===== config.mk =====
export PLATFORM = sky130hd
export DESIGN_NAME = frame_mode_reg_master
export DESIGN_NICKNAME = d
export VERILOG_FILES = /design/src/frame_mode_reg_pkg.sv /design/src/frame_mode_reg_master.sv /design/src/frame_mode_reg_pair_buffer.sv
export SDC_FILE = /design/constraint.sdc
export NUM_CORES = 1
export LEC_CHECK = 0
export BUFFER_PORTS_ARGS = -buffer_cell sky130_fd_sc_hd__buf_4
export CORE_MARGIN = 3
export CORE_UTILIZATION = 60
export DETAILED_ROUTE_END_ITERATION = 7
export GPL_TIMING_DRIVEN = 0
export PLACE_DENSITY_LB_ADDON = 0.3
export SLEW_MARGIN = 20
export SYNTH_ARGS = -nofsm -noshare
export SYNTH_HDL_FRONTEND = slang
export SYNTH_SLANG_ARGS = --single-unit

===== constraint.sdc =====
create_clock -name clock -period 9.1 [get_ports clock]
set_input_delay 1.365 -clock clock [delete_from_list [all_inputs] [get_ports clock]]
set_output_delay 1.365 -clock clock [all_outputs]
set_load 0.03 [all_outputs]

===== src/frame_mode_reg_pkg.sv =====
// Purpose: shared constants for the synchronous serial master/receive unit
// Assumes: 200 MHz system clock, 40 MHz peripheral rate derived by enable pulses
// Notes:   command codes are the serial memory instruction bytes

// ==============================================================
// package
package frame_mode_reg_pkg;
	// ==========================================================
	// clock rates and divider counts
	localparam int CLOCK_HZ  = 200_000_000;
	localparam int PERIPH_HZ = 40_000_000;
	localparam int SERIAL_HZ = 2_500_000;  // at the reset rate selection
	localparam int PCLK_DIV  = CLOCK_HZ / PERIPH_HZ;
	localparam logic [2:0] PCLK_LAST = 3'(PCLK_DIV - 1);
	// half period = 2^sel peripheral ticks, so sel 3 gives 40 MHz / 16
	localparam logic [2:0] RATE_SEL_RESET = 3'h3;

	// ==========================================================
	// frame layout
	localparam int WORD_BITS = 32;
	localparam logic [1:0] LEN_8BIT = 2'h0;
	localparam logic [WORD_BITS-1:0] TX_DATA_RESET = 32'h00000000;
	localparam logic [WORD_BITS-1:0] DUMMY_WORD = 32'hFFFFFFFF;
	localparam logic [2:0] IRQ_TX_EMPTY = 3'h0;  // bit positions of requests
	localparam logic [2:0] IRQ_RX_FULL  = 3'h1;
	localparam logic [2:0] IRQ_TX_DONE  = 3'h2;

	// ==========================================================
	// memory instruction bytes
	localparam logic [7:0] WRITE_LATCH_SET_CMD   = 8'h06;
	localparam logic [7:0] WRITE_LATCH_CLEAR_CMD = 8'h04;
	localparam logic [7:0] STATUS_READ_CMD       = 8'h05;
	localparam logic [7:0] STATUS_WRITE_CMD      = 8'h01;
	localparam logic [7:0] READ_CMD              = 8'h03;
	localparam logic [7:0] WRITE_CMD             = 8'h02;
	localparam logic [7:0] DUMMY_BYTE            = 8'hFF;

	// ==========================================================
	// frame sequencer states
	typedef enum logic [1:0] {
		ST_IDLE  = 2'b00,
		ST_SETUP = 2'b01,
		ST_SHIFT = 2'b10
	} frame_mode_reg_state_type;
endpackage


===== src/frame_mode_reg_master.sv =====
// Purpose: synchronous serial unit, four-wire master that reads a serial memory
// Assumes: one 200 MHz clock; pins in from outside pass two flip-flops
// Notes:   control bits are plain ports; received words wait in a two-entry buffer
`timescale 1ns/1ps

// ==============================================================
// top
module frame_mode_reg_master
	import frame_mode_reg_pkg::*;
(
	input  wire logic        clock,
	input  wire logic        sys_rst,
	input  wire logic        soft_reset,
	input  wire logic        master_mode,
	input  wire logic        clk_polarity,
	input  wire logic        clk_phase,
	input  wire logic        msb_first,
	input  wire logic [2:0]  rate_sel,
	input  wire logic [1:0]  data_len_sel,
	input  wire logic        tx_on,
	input  wire logic        rx_on,
	input  wire logic [2:0]  irq_enable,
	input  wire logic [2:0]  open_drain_sel,
	input  wire logic        cs_auto,
	input  wire logic        cs_setup_delay,
	input  wire logic        so_hold_idle,
	input  wire logic        done_after_last,
	input  wire logic        select_level,
	input  wire logic        tx_write,
	input  wire logic [31:0] tx_wdata,
	input  wire logic        done_clear,
	input  wire logic        rx_read,
	output logic      [31:0] rx_data,
	output logic             rx_buffer_full_flag,
	output logic             tx_buffer_empty_flag,
	output logic             tx_done_flag,
	output logic             busy,
	output logic      [2:0]  irq_req,
	input  wire logic        serial_clock_pin_in,
	output logic             serial_clock_pin_out,
	output logic             serial_clock_pin_oe_n,
	output logic             serial_out_pin_out,
	output logic             serial_out_pin_oe_n,
	input  wire logic        serial_in_pin,
	output logic             chip_select_pin_out,
	output logic             chip_select_pin_oe_n,
	output logic             select_port_pin
);
	// ==========================================================
	// helpers
	function automatic logic [5:0] frame_bits(input logic [1:0] len);
		return 6'((7'(len) + 7'h01) << 3);
	endfunction

	function automatic logic [7:0] half_limit(input logic [2:0] sel);
		return 8'((16'h0001 << sel) - 16'h0001);
	endfunction

	function automatic logic [31:0] shift_in(input logic [31:0] s, input logic b,
			input logic msb);
		return msb ? {s[30:0], b} : {b, s[31:1]};
	endfunction

	// msb first sends from the top, so a short frame is left aligned
	function automatic logic [31:0] align_tx(input logic [31:0] d,
			input logic [5:0] n, input logic msb);
		return msb ? (d << (6'd32 - n)) : d;
	endfunction

	function automatic logic [31:0] extract_rx(input logic [31:0] s,
			input logic [5:0] n, input logic msb);
		return msb ? (s & ~(DUMMY_WORD << n)) : (s >> (6'd32 - n));
	endfunction

	// ==========================================================
	// pin synchronisers; first stages feed only the second stages
	logic sck_sync1_reg, sck_sync2_reg, sck_prev_reg;
	logic si_sync1_reg, si_sync2_reg;

	always_ff @(posedge clock) begin
		if (sys_rst) begin
			sck_sync1_reg <= clk_polarity;  // idle level, so no false edge after reset
			sck_sync2_reg <= clk_polarity;
			sck_prev_reg <= clk_polarity;
			si_sync1_reg <= 1'b1;
			si_sync2_reg <= 1'b1;
		end else begin
			sck_sync1_reg <= serial_clock_pin_in;
			sck_sync2_reg <= sck_sync1_reg;
			sck_prev_reg <= sck_sync2_reg;
			si_sync1_reg <= serial_in_pin;
			si_sync2_reg <= si_sync1_reg;
		end
	end

	// ==========================================================
	// peripheral rate enable, 40 MHz from 200 MHz
	logic [2:0] pclk_cnt_reg, pclk_cnt_next;
	logic       pclk_tick_reg, pclk_tick_next;

	always_comb begin
		pclk_tick_next = (pclk_cnt_reg == PCLK_LAST);
		pclk_cnt_next = pclk_tick_next ? 3'h0 : pclk_cnt_reg + 3'h1;
	end

	always_ff @(posedge clock) begin
		if (sys_rst) begin
			pclk_cnt_reg <= 3'h0;
			pclk_tick_reg <= 1'b0;
		end else begin
			pclk_cnt_reg <= pclk_cnt_next;
			pclk_tick_reg <= pclk_tick_next;
		end
	end

	// ==========================================================
	// frame sequencer, shifter, flags and pins
	frame_mode_reg_state_type state_reg, state_next;
	logic [7:0]  half_cnt_reg, half_cnt_next;
	logic [5:0]  edge_cnt_reg, edge_cnt_next;
	logic [31:0] shift_reg, shift_next;
	logic [31:0] tx_data_reg, tx_data_next;
	logic        rx_bit_reg, rx_bit_next;
	logic        tx_empty_reg, tx_empty_next;
	logic        tx_done_reg, tx_done_next;
	logic        sck_reg, sck_next, sck_oe_n_reg, sck_oe_n_next;
	logic        so_reg, so_next, so_oe_n_reg, so_oe_n_next;
	logic        cs_reg, cs_next, cs_oe_n_reg, cs_oe_n_next;
	logic        sel_reg, busy_reg;
	logic [2:0]  irq_reg, irq_next;
	logic [5:0]  nbits, last_edge;
	logic        half_tick, edge_ev, sample, adv, adv_bit, frame_done, set_done, go;
	logic        push, buf_ready, buf_valid, has_tx, active;

	always_comb begin
		nbits = frame_bits(data_len_sel);
		last_edge = 6'((7'(nbits) << 1) - 7'h01);
		half_tick = pclk_tick_reg && (half_cnt_reg == half_limit(rate_sel));
		// master counts its own half periods, a slave follows the pin
		edge_ev = (state_reg == ST_SHIFT) &&
			(master_mode ? half_tick : (sck_sync2_reg != sck_prev_reg));
		sample = clk_phase ? edge_cnt_reg[0] : !edge_cnt_reg[0];
		frame_done = edge_ev && (edge_cnt_reg == last_edge);
		// phase 1 has no shift on the first edge but a final one at the end
		adv = edge_ev && ((!sample && !(clk_phase && edge_cnt_reg == 6'h00)) ||
			(frame_done && clk_phase));
		adv_bit = sample ? si_sync2_reg : rx_bit_reg;
		has_tx = tx_on && !tx_empty_reg;
		// a full receive buffer holds the next frame back
		go = (state_reg == ST_IDLE) && (has_tx || (!tx_on && rx_on)) &&
			(!rx_on || buf_ready);
		set_done = (done_after_last ? frame_done :
			(edge_ev && edge_cnt_reg == last_edge - 6'h01)) &&
			tx_empty_reg && !tx_write;
		push = frame_done && rx_on;  // frames while receive is off are dropped

		state_next = state_reg;
		half_cnt_next = (state_reg == ST_IDLE || half_tick) ? 8'h00 :
			half_cnt_reg + {7'h00, pclk_tick_reg};
		edge_cnt_next = edge_ev ? edge_cnt_reg + 6'h01 : edge_cnt_reg;
		rx_bit_next = (edge_ev && sample) ? si_sync2_reg : rx_bit_reg;
		shift_next = adv ? shift_in(shift_reg, adv_bit, msb_first) : shift_reg;
		tx_data_next = tx_write ? tx_wdata : tx_data_reg;
		tx_empty_next = tx_empty_reg;
		tx_done_next = tx_done_reg;

		unique case (state_reg)
			ST_IDLE: begin
				edge_cnt_next = 6'h00;
				if (go) begin
					// move the waiting word into the shifter, or ones for a dummy
					shift_next = has_tx ? align_tx(tx_data_reg, nbits, msb_first) :
						DUMMY_WORD;
					tx_empty_next = has_tx ? 1'b1 : tx_empty_reg;
					state_next = (master_mode && cs_auto && cs_setup_delay) ?
						ST_SETUP : ST_SHIFT;
				end
			end
			ST_SETUP: begin
				if (half_tick) begin
					state_next = ST_SHIFT;
				end
			end
			ST_SHIFT: begin
				if (frame_done) begin
					state_next = ST_IDLE;
				end
			end
		endcase

		// a write wins over the load of the previous word
		if (tx_write) begin
			tx_empty_next = 1'b0;
		end
		if (tx_write || done_clear) begin
			tx_done_next = 1'b0;
		end
		if (set_done) begin
			tx_done_next = 1'b1;  // set wins over clear
		end

		active = (state_next != ST_IDLE);
		sck_next = (master_mode && active) ? (edge_ev ? !sck_reg : sck_reg) :
			clk_polarity;
		sck_oe_n_next = !master_mode || (open_drain_sel[1] && sck_next);
		so_next = active ? (msb_first ? shift_next[31] : shift_next[0]) :
			((so_hold_idle || frame_done) ? so_reg : 1'b1);  // last bit outlives final edge
		so_oe_n_next = (!master_mode && !active) || (open_drain_sel[0] && so_next);
		cs_next = !(master_mode && cs_auto && active);
		cs_oe_n_next = !(master_mode && cs_auto) || (open_drain_sel[2] && cs_next);
		irq_next = {tx_done_next, buf_valid, tx_empty_next} & irq_enable;
	end

	always_ff @(posedge clock) begin
		if (sys_rst || soft_reset) begin
			state_reg <= ST_IDLE;
			half_cnt_reg <= 8'h00;
			edge_cnt_reg <= 6'h00;
			shift_reg <= '0;
			tx_data_reg <= TX_DATA_RESET;
			rx_bit_reg <= 1'b0;
			tx_empty_reg <= 1'b1;
			tx_done_reg <= 1'b0;
			sck_reg <= 1'b0;
			sck_oe_n_reg <= 1'b1;
			so_reg <= 1'b1;
			so_oe_n_reg <= 1'b1;
			cs_reg <= 1'b1;
			cs_oe_n_reg <= 1'b1;
			sel_reg <= 1'b1;
			busy_reg <= 1'b0;
			irq_reg <= 3'h0;
		end else begin
			state_reg <= state_next;
			half_cnt_reg <= half_cnt_next;
			edge_cnt_reg <= edge_cnt_next;
			shift_reg <= shift_next;
			tx_data_reg <= tx_data_next;
			rx_bit_reg <= rx_bit_next;
			tx_empty_reg <= tx_empty_next;
			tx_done_reg <= tx_done_next;
			sck_reg <= sck_next;
			sck_oe_n_reg <= sck_oe_n_next;
			so_reg <= so_next;
			so_oe_n_reg <= so_oe_n_next;
			cs_reg <= cs_next;
			cs_oe_n_reg <= cs_oe_n_next;
			sel_reg <= select_level;  // software held select
			busy_reg <= active;
			irq_reg <= irq_next;
		end
	end

	// ==========================================================
	// receive buffer; the head word is the receive data register
	frame_mode_reg_pair_buffer #(
		.WIDTH(32)
	) u_rx_buffer (
		.clock    (clock),
		.sys_rst  (sys_rst),
		.flush    (soft_reset),
		.in_valid (push),
		.in_ready (buf_ready),
		.in_data  (extract_rx(shift_next, nbits, msb_first)),
		.out_valid(buf_valid),
		.out_ready(rx_read),
		.out_data (rx_data)
	);

	assign rx_buffer_full_flag   = buf_valid;
	assign tx_buffer_empty_flag  = tx_empty_reg;
	assign tx_done_flag          = tx_done_reg;
	assign busy                  = busy_reg;
	assign irq_req               = irq_reg;
	assign serial_clock_pin_out  = sck_reg;
	assign serial_clock_pin_oe_n = sck_oe_n_reg;
	assign serial_out_pin_out    = so_reg;
	assign serial_out_pin_oe_n   = so_oe_n_reg;
	assign chip_select_pin_out   = cs_reg;
	assign chip_select_pin_oe_n  = cs_oe_n_reg;
	assign select_port_pin       = sel_reg;

	// ==========================================================
	// checks
	logic [11:0] gap_reg;
	logic        sck_tog;

	assign sck_tog = (sck_next != sck_reg) && master_mode && (state_reg == ST_SHIFT);

	// cycles since the last serial clock toggle, read only by the checks
	always_ff @(posedge clock) begin
		if (sys_rst || soft_reset || sck_tog) begin
			gap_reg <= 12'h000;
		end else begin
			gap_reg <= gap_reg + 12'h001;
		end
	end
endmodule


===== src/frame_mode_reg_pair_buffer.sv =====
// Purpose: two-entry buffer between the shifter and the receive reader
// Assumes: same clock on both sides
// Notes:   head word and both flags come straight from flip-flops
`timescale 1ns/1ps

// ==============================================================
// two-entry buffer
module frame_mode_reg_pair_buffer #(
	parameter int WIDTH = 32
) (
	input  wire logic             clock,
	input  wire logic             sys_rst,
	input  wire logic             flush,
	input  wire logic             in_valid,
	output logic                  in_ready,
	input  wire logic [WIDTH-1:0] in_data,
	output logic                  out_valid,
	input  wire logic             out_ready,
	output logic      [WIDTH-1:0] out_data
);
	logic [WIDTH-1:0] head_reg, head_next;
	logic [WIDTH-1:0] tail_reg, tail_next;
	logic             valid_reg, valid_next;
	logic             full_reg, full_next;
	logic             push;
	logic             pop;

	assign in_ready  = !full_reg;
	assign out_valid = valid_reg;
	assign out_data  = head_reg;

	// next entry contents; a pop and a push in one cycle keep the word count
	always_comb begin
		push = in_valid && !full_reg;
		pop = out_ready && valid_reg;
		head_next = head_reg;
		tail_next = tail_reg;
		valid_next = valid_reg;
		full_next = full_reg;
		if (pop) begin
			head_next = full_reg ? tail_reg : (push ? in_data : head_reg);
			full_next = 1'b0;
			valid_next = full_reg || push;  // a new word wins over the read
			if (full_reg && push) begin
				tail_next = in_data;
				full_next = 1'b1;
			end
		end else if (push) begin
			valid_next = 1'b1;
			if (valid_reg) begin
				tail_next = in_data;
				full_next = 1'b1;
			end else begin
				head_next = in_data;
			end
		end
	end

	always_ff @(posedge clock) begin
		if (sys_rst || flush) begin
			head_reg <= '0;
			tail_reg <= '0;
			valid_reg <= 1'b0;
			full_reg <= 1'b0;
		end else begin
			head_reg <= head_next;
			tail_reg <= tail_next;
			valid_reg <= valid_next;
			full_reg <= full_next;
		end
	end
endmodule


# ---- Word level (Yosys, flattened, before mapping)
# Index checks and enable logic that the tools add are counted.
dict set report totals {
  reg_bits 169
  inputBits 62
  out_inout_bits 46
}
dict set report classes {
  n_addsub 8
  n_eq_ne 9
  shifts 4
  mux 45
  bitwise_logic 3
  n_reduce_logical 63
}
# operator n
set op_table {}
lappend op_table {{$mux W32} 16}
lappend op_table {{$and A32 B32 Y32} 1}
lappend op_table {{$not A32 Y32} 1}
lappend op_table {{$shl A32 B6 Y32} 1}
lappend op_table {{$shl A32 B6 Y32 const A} 1}
lappend op_table {{$shr A32 B6 Y32} 1}
lappend op_table {{$logic_and A1 B1 Y1} 27}
lappend op_table {{$mux W1} 24}
lappend op_table {{$logic_not A1 Y1} 13}
lappend op_table {{$eq A6 B6 Y1} 2}
lappend op_table {{$sub A6 B1 Y6 const B} 2}
lappend op_table {{$logic_or A1 B1 Y1} 11}
lappend op_table {{$add A8 B1 Y8} 1}
lappend op_table {{$eq A8 B8 Y1} 1}
lappend op_table {{$mux W2} 4}
lappend op_table {{$reduce_bool A2 Y1} 4}
lappend op_table {{$shl A1 B3 Y8 const A} 1}
lappend op_table {{$sub A8 B1 Y8 const B} 1}
lappend op_table {{$add A6 B1 Y6 const B} 1}
lappend op_table {{$logic_not A6 Y1} 1}
lappend op_table {{$pmux W2 S3} 1}
lappend op_table {{$reduce_and A3 Y1} 2}
lappend op_table {{$reduce_or A2 Y1} 3}
lappend op_table {{$sub A6 B6 Y6 const A} 1}
lappend op_table {{10 further kinds} 11}

# ---- Longest topological paths before layout
dict set report depth {
  depth_word 18
  depth_mapped 12
  mapped_depth_nobuf 10
}

# ---- Modules after synthesis
# A second synthesis with hierarchy kept.
dict set report hier_totals {
  hier_cells 1043
  hier_area_um2 8788.4
}
# module n_inst cells_per_inst area_each_um2
set by_module_without_submodules {}
lappend by_module_without_submodules {frame_mode_reg_master 1 775 6221.0}
lappend by_module_without_submodules {frame_mode_reg_pair_buffer 1 268 2567.5}

# ---- Worst setup path before layout
# No wires, ideal clock.
dict set report synth_path {
  kind {input -> register}
  from {in data_len_sel[0]}
  to {reg u_rx_buffer.tail_reg[5]}
  setup_time_ns 0.138
  arrival_ns 3.905
  required_time_ns 8.962
  setup_slack_ns 5.057
  path_stages 11
  cell_sequence {inv_1 > ha_1 > buf_2 > xnor2_1 > mux2i_1 > o211ai_1 > nand4_4 > a2111oi_4 > nor3_2 > a2111oi_1 > a211oi_1}
}
dict set report synth_via {
  elab_chain_cells 15
  elab_cells_between_ends 29
  cone_classes {add/sub (3); eq/ne (2); shift (3); mux (10); bitwise (2); reduce/logical (9)}
}
# item line
set synth_rtl {}
lappend synth_rtl {{start: declaration} frame_mode_reg_master.sv:19} ;# input wire logic [1:0] data_len_sel,
lappend synth_rtl {{$add A2 B1 Y3 (*)} frame_mode_reg_master.sv:52} ;# return 6'((7'(len) + 7'h01) << 3);
lappend synth_rtl {{branches (longest 14 deep; another with $sub A6 B6 Y6)} n/a}
lappend synth_rtl {{end signal: assignment} frame_mode_reg_pair_buffer.sv:67} ;# tail_reg <= tail_next;
lappend synth_rtl {{end: declaration} frame_mode_reg_pair_buffer.sv:22} ;# logic [WIDTH-1:0] tail_reg, tail_next;
# Mark *: on every way between the ends. The select of a mux whose other input is x is not followed.
# A chain may end at the register's enable or synchronous reset.

# ---- Final worst setup path
dict set report layout_path {
  from {in data_len_sel[0]}
  to {reg u_rx_buffer.head_reg[6], in the netlist u_rx_buffer.out_data[6]}
}
dict set report layout_via {
  elab_chain_cells 15
  elab_cells_between_ends 29
  cone_classes {add/sub (3); eq/ne (1); shift (3); mux (11); bitwise (2); reduce/logical (9)}
}
# item line
set layout_rtl {}
lappend layout_rtl {{$add A2 B1 Y3 (*)} frame_mode_reg_master.sv:52}
lappend layout_rtl {{branches (longest 14 deep; another with $sub A6 B6 Y6)} n/a}
lappend layout_rtl {{end signal: assignment} frame_mode_reg_pair_buffer.sv:66} ;# head_reg <= head_next;
lappend layout_rtl {{end: declaration} frame_mode_reg_pair_buffer.sv:21} ;# logic [WIDTH-1:0] head_reg, head_next;
# Marks and branches as above.

==> results.json <==
{
  "run_status": "finished clean",
  "min-delay-path-class": "reg -> reg",
  "cts_hold_buf": 0,
  "fp.coreArea_mm2": 0.0141,
  "power.switching_fraction_pct": 29.4,
  "synthesis.instances": 1035,
  "rsz0062_at_grt": "no",
  "cts_tree": "yes",
  "first_pass_grt_wire_length_mm": 43.4,
  "num_antenna_cells": 0,
  "path_common_cell": "nor4_1",
  "clk_latency_ns": 0.45,
  "syn-cell-area_mm2": 0.00887,
  "timing.max_slew.rel_slack_pct": 42.3,
  "cts_max_level": 4,
  "chipWidth_um": 128,
  "criticalPathCategory": "in -> reg",
  "detailedRoute.firstIterationViolations": 1090,
  "min_period_over_period_pct": 53.9,
  "holdCritStartpoint": "si_sync1_reg$_SDFF_PP1_",
  "synth.largest_area_cell": "dfxtp_1",
  "leakage_dissipation_nw": 3.96,
  "final-hold-violation-count": 0,
  "chipHeight_um": 128,
  "final_util_pct": 73.6,
  "number_of_antenna_violations_at_the_first_check_in_global_routing": 0,
  "synthFlopType": "dfxtp_1",
  "r2r_start": "edge_cnt_reg[0]$_SDFFE_PP0P_",
  "grt_pass1_vias": 8288,
  "ios": 108,
  "p_comb_share_pct": 15.2,
  "power.share.sequential_pct": 45.2,
  "clk_path_buf_depth": 2,
  "post-route-drc-count": 0,
  "start_util_pct": 62.7,
  "place.port_buffers": 105,
  "power_switching_w": 0.000503,
  "ant_nets": 0,
  "skew_ns": 0.0109,
  "gp_routability_congestion": 0.981,
  "synth.distinct_cells": 78,
  "routed_wl_mm": 27.8,
  "timing.critical_path.slowest_stage_cell": "o211ai_1",
  "worstMarginPinSlew_ns": 0.862,
  "synth_most_common_cell": "dfxtp_1",
  "postCtsResizedCells": 0,
  "number_of_synthesized_flops_with_an_enable_pin": 0,
  "min_delay_path_depth": 1,
  "maxCapViolations": 0,
  "finalWorstPathRequiredPeriod_ns": 4.90,
  "post_route_cells_drive_above_1_share_pct": 17.2,
  "worst_ep_arrival_time_ns": 5.19,
  "startpoint_type": "input pin",
  "timing_max_transition_violations_final": 0,
  "pwr_density_cell_mw_per_mm2": 164,
  "grt_util_all_layers_pct": 33.6,
  "postSynthAreaPerCell_um2": 8.57,
  "cts_buffers": 17,
  "clk_transition_reported_paths_ns": 0.07,
  "max_clock_freq_mhz": 204,
  "ys_seq_elements": 169,
  "clock_power_share_pct": 39.6,
  "dp_hpwl_mm": 20.4,
  "grt_start_max_net_pins": 17,
  "clk_root_buffer_cell": "clkbuf_16",
  "cp.required_ns": 9.39,
  "setup.reg_to_reg.worst_slack_ns": 5.45,
  "vdd.ir_drop.worst_uv": 147,
  "worst-path-max-fanout": 10,
  "postSynth.asyncResetShare_pct": 0,
  "sequential_to_total_area_share_from_yosys_stat_pct": 38.2,
  "hold_path_end": "si_sync2_reg$_SDFF_PP1_",
  "postCtsSetupRepairBufs": 0,
  "synth.cells.most_frequent": "dfxtp_1 (169), nor2_1 (146), mux2i_1 (70)",
  "r2r_cells": 9,
  "globalRouteOverflowTotal": 0,
  "post-synth-top-area-fraction_pct": 38.2,
  "wl_cell_um": 20.6,
  "drt-vias-per-instance": 6.62,
  "synth_area_leaders": "dfxtp_1 (38%), mux2i_1 (7.9%), nor2_1 (6.2%), a221oi_1 (3.1%), nand3_1 (2.9%)",
  "firstDrtPassIters": 8,
  "floorplan.die_area_mm2": 0.0163,
  "path_cells": "buf_4, inv_1, ha_1, buf_2, xnor2_1, mux2i_1, o211ai_1, nand4_4, a2111oi_2, nor4_1, nor4_1, o22ai_1",
  "yosys_warnings": 0,
  "critPathCaptureType": "flop",
  "floorplan.rows": 43,
  "setup-tns-final_ns": 0,
  "finalSetupViolations": 0,
  "timing.rr.end": "u_rx_buffer.out_data[6]$_SDFFE_PP0P_",
  "vias": 8947,
  "synthesis.nets": 1110,
  "timing.critical_path.slowest_cell_delay_ns": 0.78,
  "areaGrowthSynthToFinish_pct": 17.5,
  "design.final.nets": 1234,
  "sink_count_of_the_clock_tree": 169,
  "internal-power_w": 0.00120
}
## routing by layer
layer | part of all wire, % | track usage, %
met3 | 11 | 9.87
met1 | 40 | 43.7
met2 | 45 | 52.7
met5 | 0 | 0
met4 | 4.1 | 13.2
## worst max-delay path by stage
stage               slack (ns)       startpoint                                   end
floorplan                 5.06  data_len_sel[0]  u_rx_buffer.tail_reg[5]$_SDFFE_PP0P_
global placement          4.01  data_len_sel[0]  u_rx_buffer.out_data[6]$_SDFFE_PP0P_
detailed placement        3.93  data_len_sel[0]  u_rx_buffer.out_data[6]$_SDFFE_PP0P_
CTS                       4.32  data_len_sel[0]  u_rx_buffer.out_data[6]$_SDFFE_PP0P_
global route              4.00  data_len_sel[0]  u_rx_buffer.out_data[9]$_SDFFE_PP0P_
finish                    4.20  data_len_sel[0]  u_rx_buffer.out_data[6]$_SDFFE_PP0P_
## metrics by stage
| stage | worst slack [ns] | instances | power [W] | cell area (um^2) | hold slack, ns |
|---|---|---|---|---|---|
| floorplan | 5.06 | 1035 | 0.000948 | 8870 | 0.389 |
| global placement | 4.01 | 1320 | 0.00103 | 9880 | 0.401 |
| detailed placement | 3.93 | 1320 | 0.00104 | 9880 | 0.402 |
| CTS | 4.32 | 1352 | 0.00169 | 10400 | 0.423 |
| global route | 4.00 | 1352 | 0.00176 | 10400 | 0.442 |
| finish | 4.20 | 1352 | 0.00171 | 10400 | 0.425 |
## worst max-delay path, delay by kind of cell
kind	cells	cell delay [ns]
xor gates and xnor gates	1	0.20
and+or+nand+nor	3	1.19
adders and majority gates	1	0.30
buffers and inverters	3	0.44
AOI/OAI and AO/OA	3	1.41
muxes	1	0.26
## power groups by stage
| stage | clock (W) | combinational, W | sequential [W] |
|---|---|---|---|
| 6_report | 0.000677 | 0.000259 | 0.000772 |
| 5_1_grt | 0.000705 | 0.000278 | 0.000772 |
| 4_1_cts | 0.000673 | 0.000251 | 0.000771 |
| 3_5_place_dp | 0 | 0.000249 | 0.000787 |
| 3_3_place_gp | 0 | 0.000244 | 0.000787 |
| 2_1_floorplan | 0 | 0.000161 | 0.000787 |
## cells in the final DEF (no fill, tap or decap), types with 5 or more instances in the layout
master / synthesis / routed
dfxtp_1: 169 / 169
nor2_1: 146 / 146
buf_4: 1 / 106
mux2i_1: 70 / 70
clkbuf_1: 60 / 61
nand3_1: 51 / 51
o21ai_0: 50 / 50
a21oi_1: 50 / 50
nand2_1: 39 / 39
a221oi_1: 31 / 31
o211ai_1: 28 / 28
nor3_1: 24 / 24
nor4_1: 20 / 20
inv_1: 19 / 19
clkbuf_16: 0 / 17
and2_1: 16 / 16
nor2b_1: 16 / 16
a211oi_1: 16 / 16
o21ai_1: 13 / 13
o22ai_1: 13 / 13
ha_1: 13 / 13
mux2_2: 11 / 11
buf_2: 10 / 10
buf_1: 9 / 9
a2111oi_0: 9 / 9
nand2b_1: 8 / 8
xor2_1: 8 / 8
o31ai_1: 8 / 8
a32oi_1: 8 / 8
or3_1: 7 / 7
xnor2_1: 7 / 7
and3_1: 7 / 7
a2111oi_2: 7 / 7
or2_2: 5 / 5
a221o_1: 5 / 5
a31o_2: 5 / 5
clkinv_4: 0 / 5
## area by class of cell
cell class	instances	area [um^2]
inverter	19	71.3
clock buffer	19	443
buffer	82	339
tap	180	225
sequential	169	3380
fill	1117	3730
multi-input combinational	765	5070
timing repair buffer	105	788
clock inverter	13	96.3
## cell families (layout without fill, tap and decap cells)
kind of cell | count (synthesis) | in the layout | synth area share, %
and+or+nand+nor | 368 | 368 | 20.7
AOI/OAI and AO/OA | 288 | 288 | 23.9
DFF | 169 | 169 | 38.2
buffers and inverters | 101 | 238 | 4.63
muxes | 81 | 81 | 9.30
xor gates and xnor gates | 15 | 15 | 1.48
adders and majority gates | 13 | 13 | 1.83
Power figures use the tool's default switching activity.
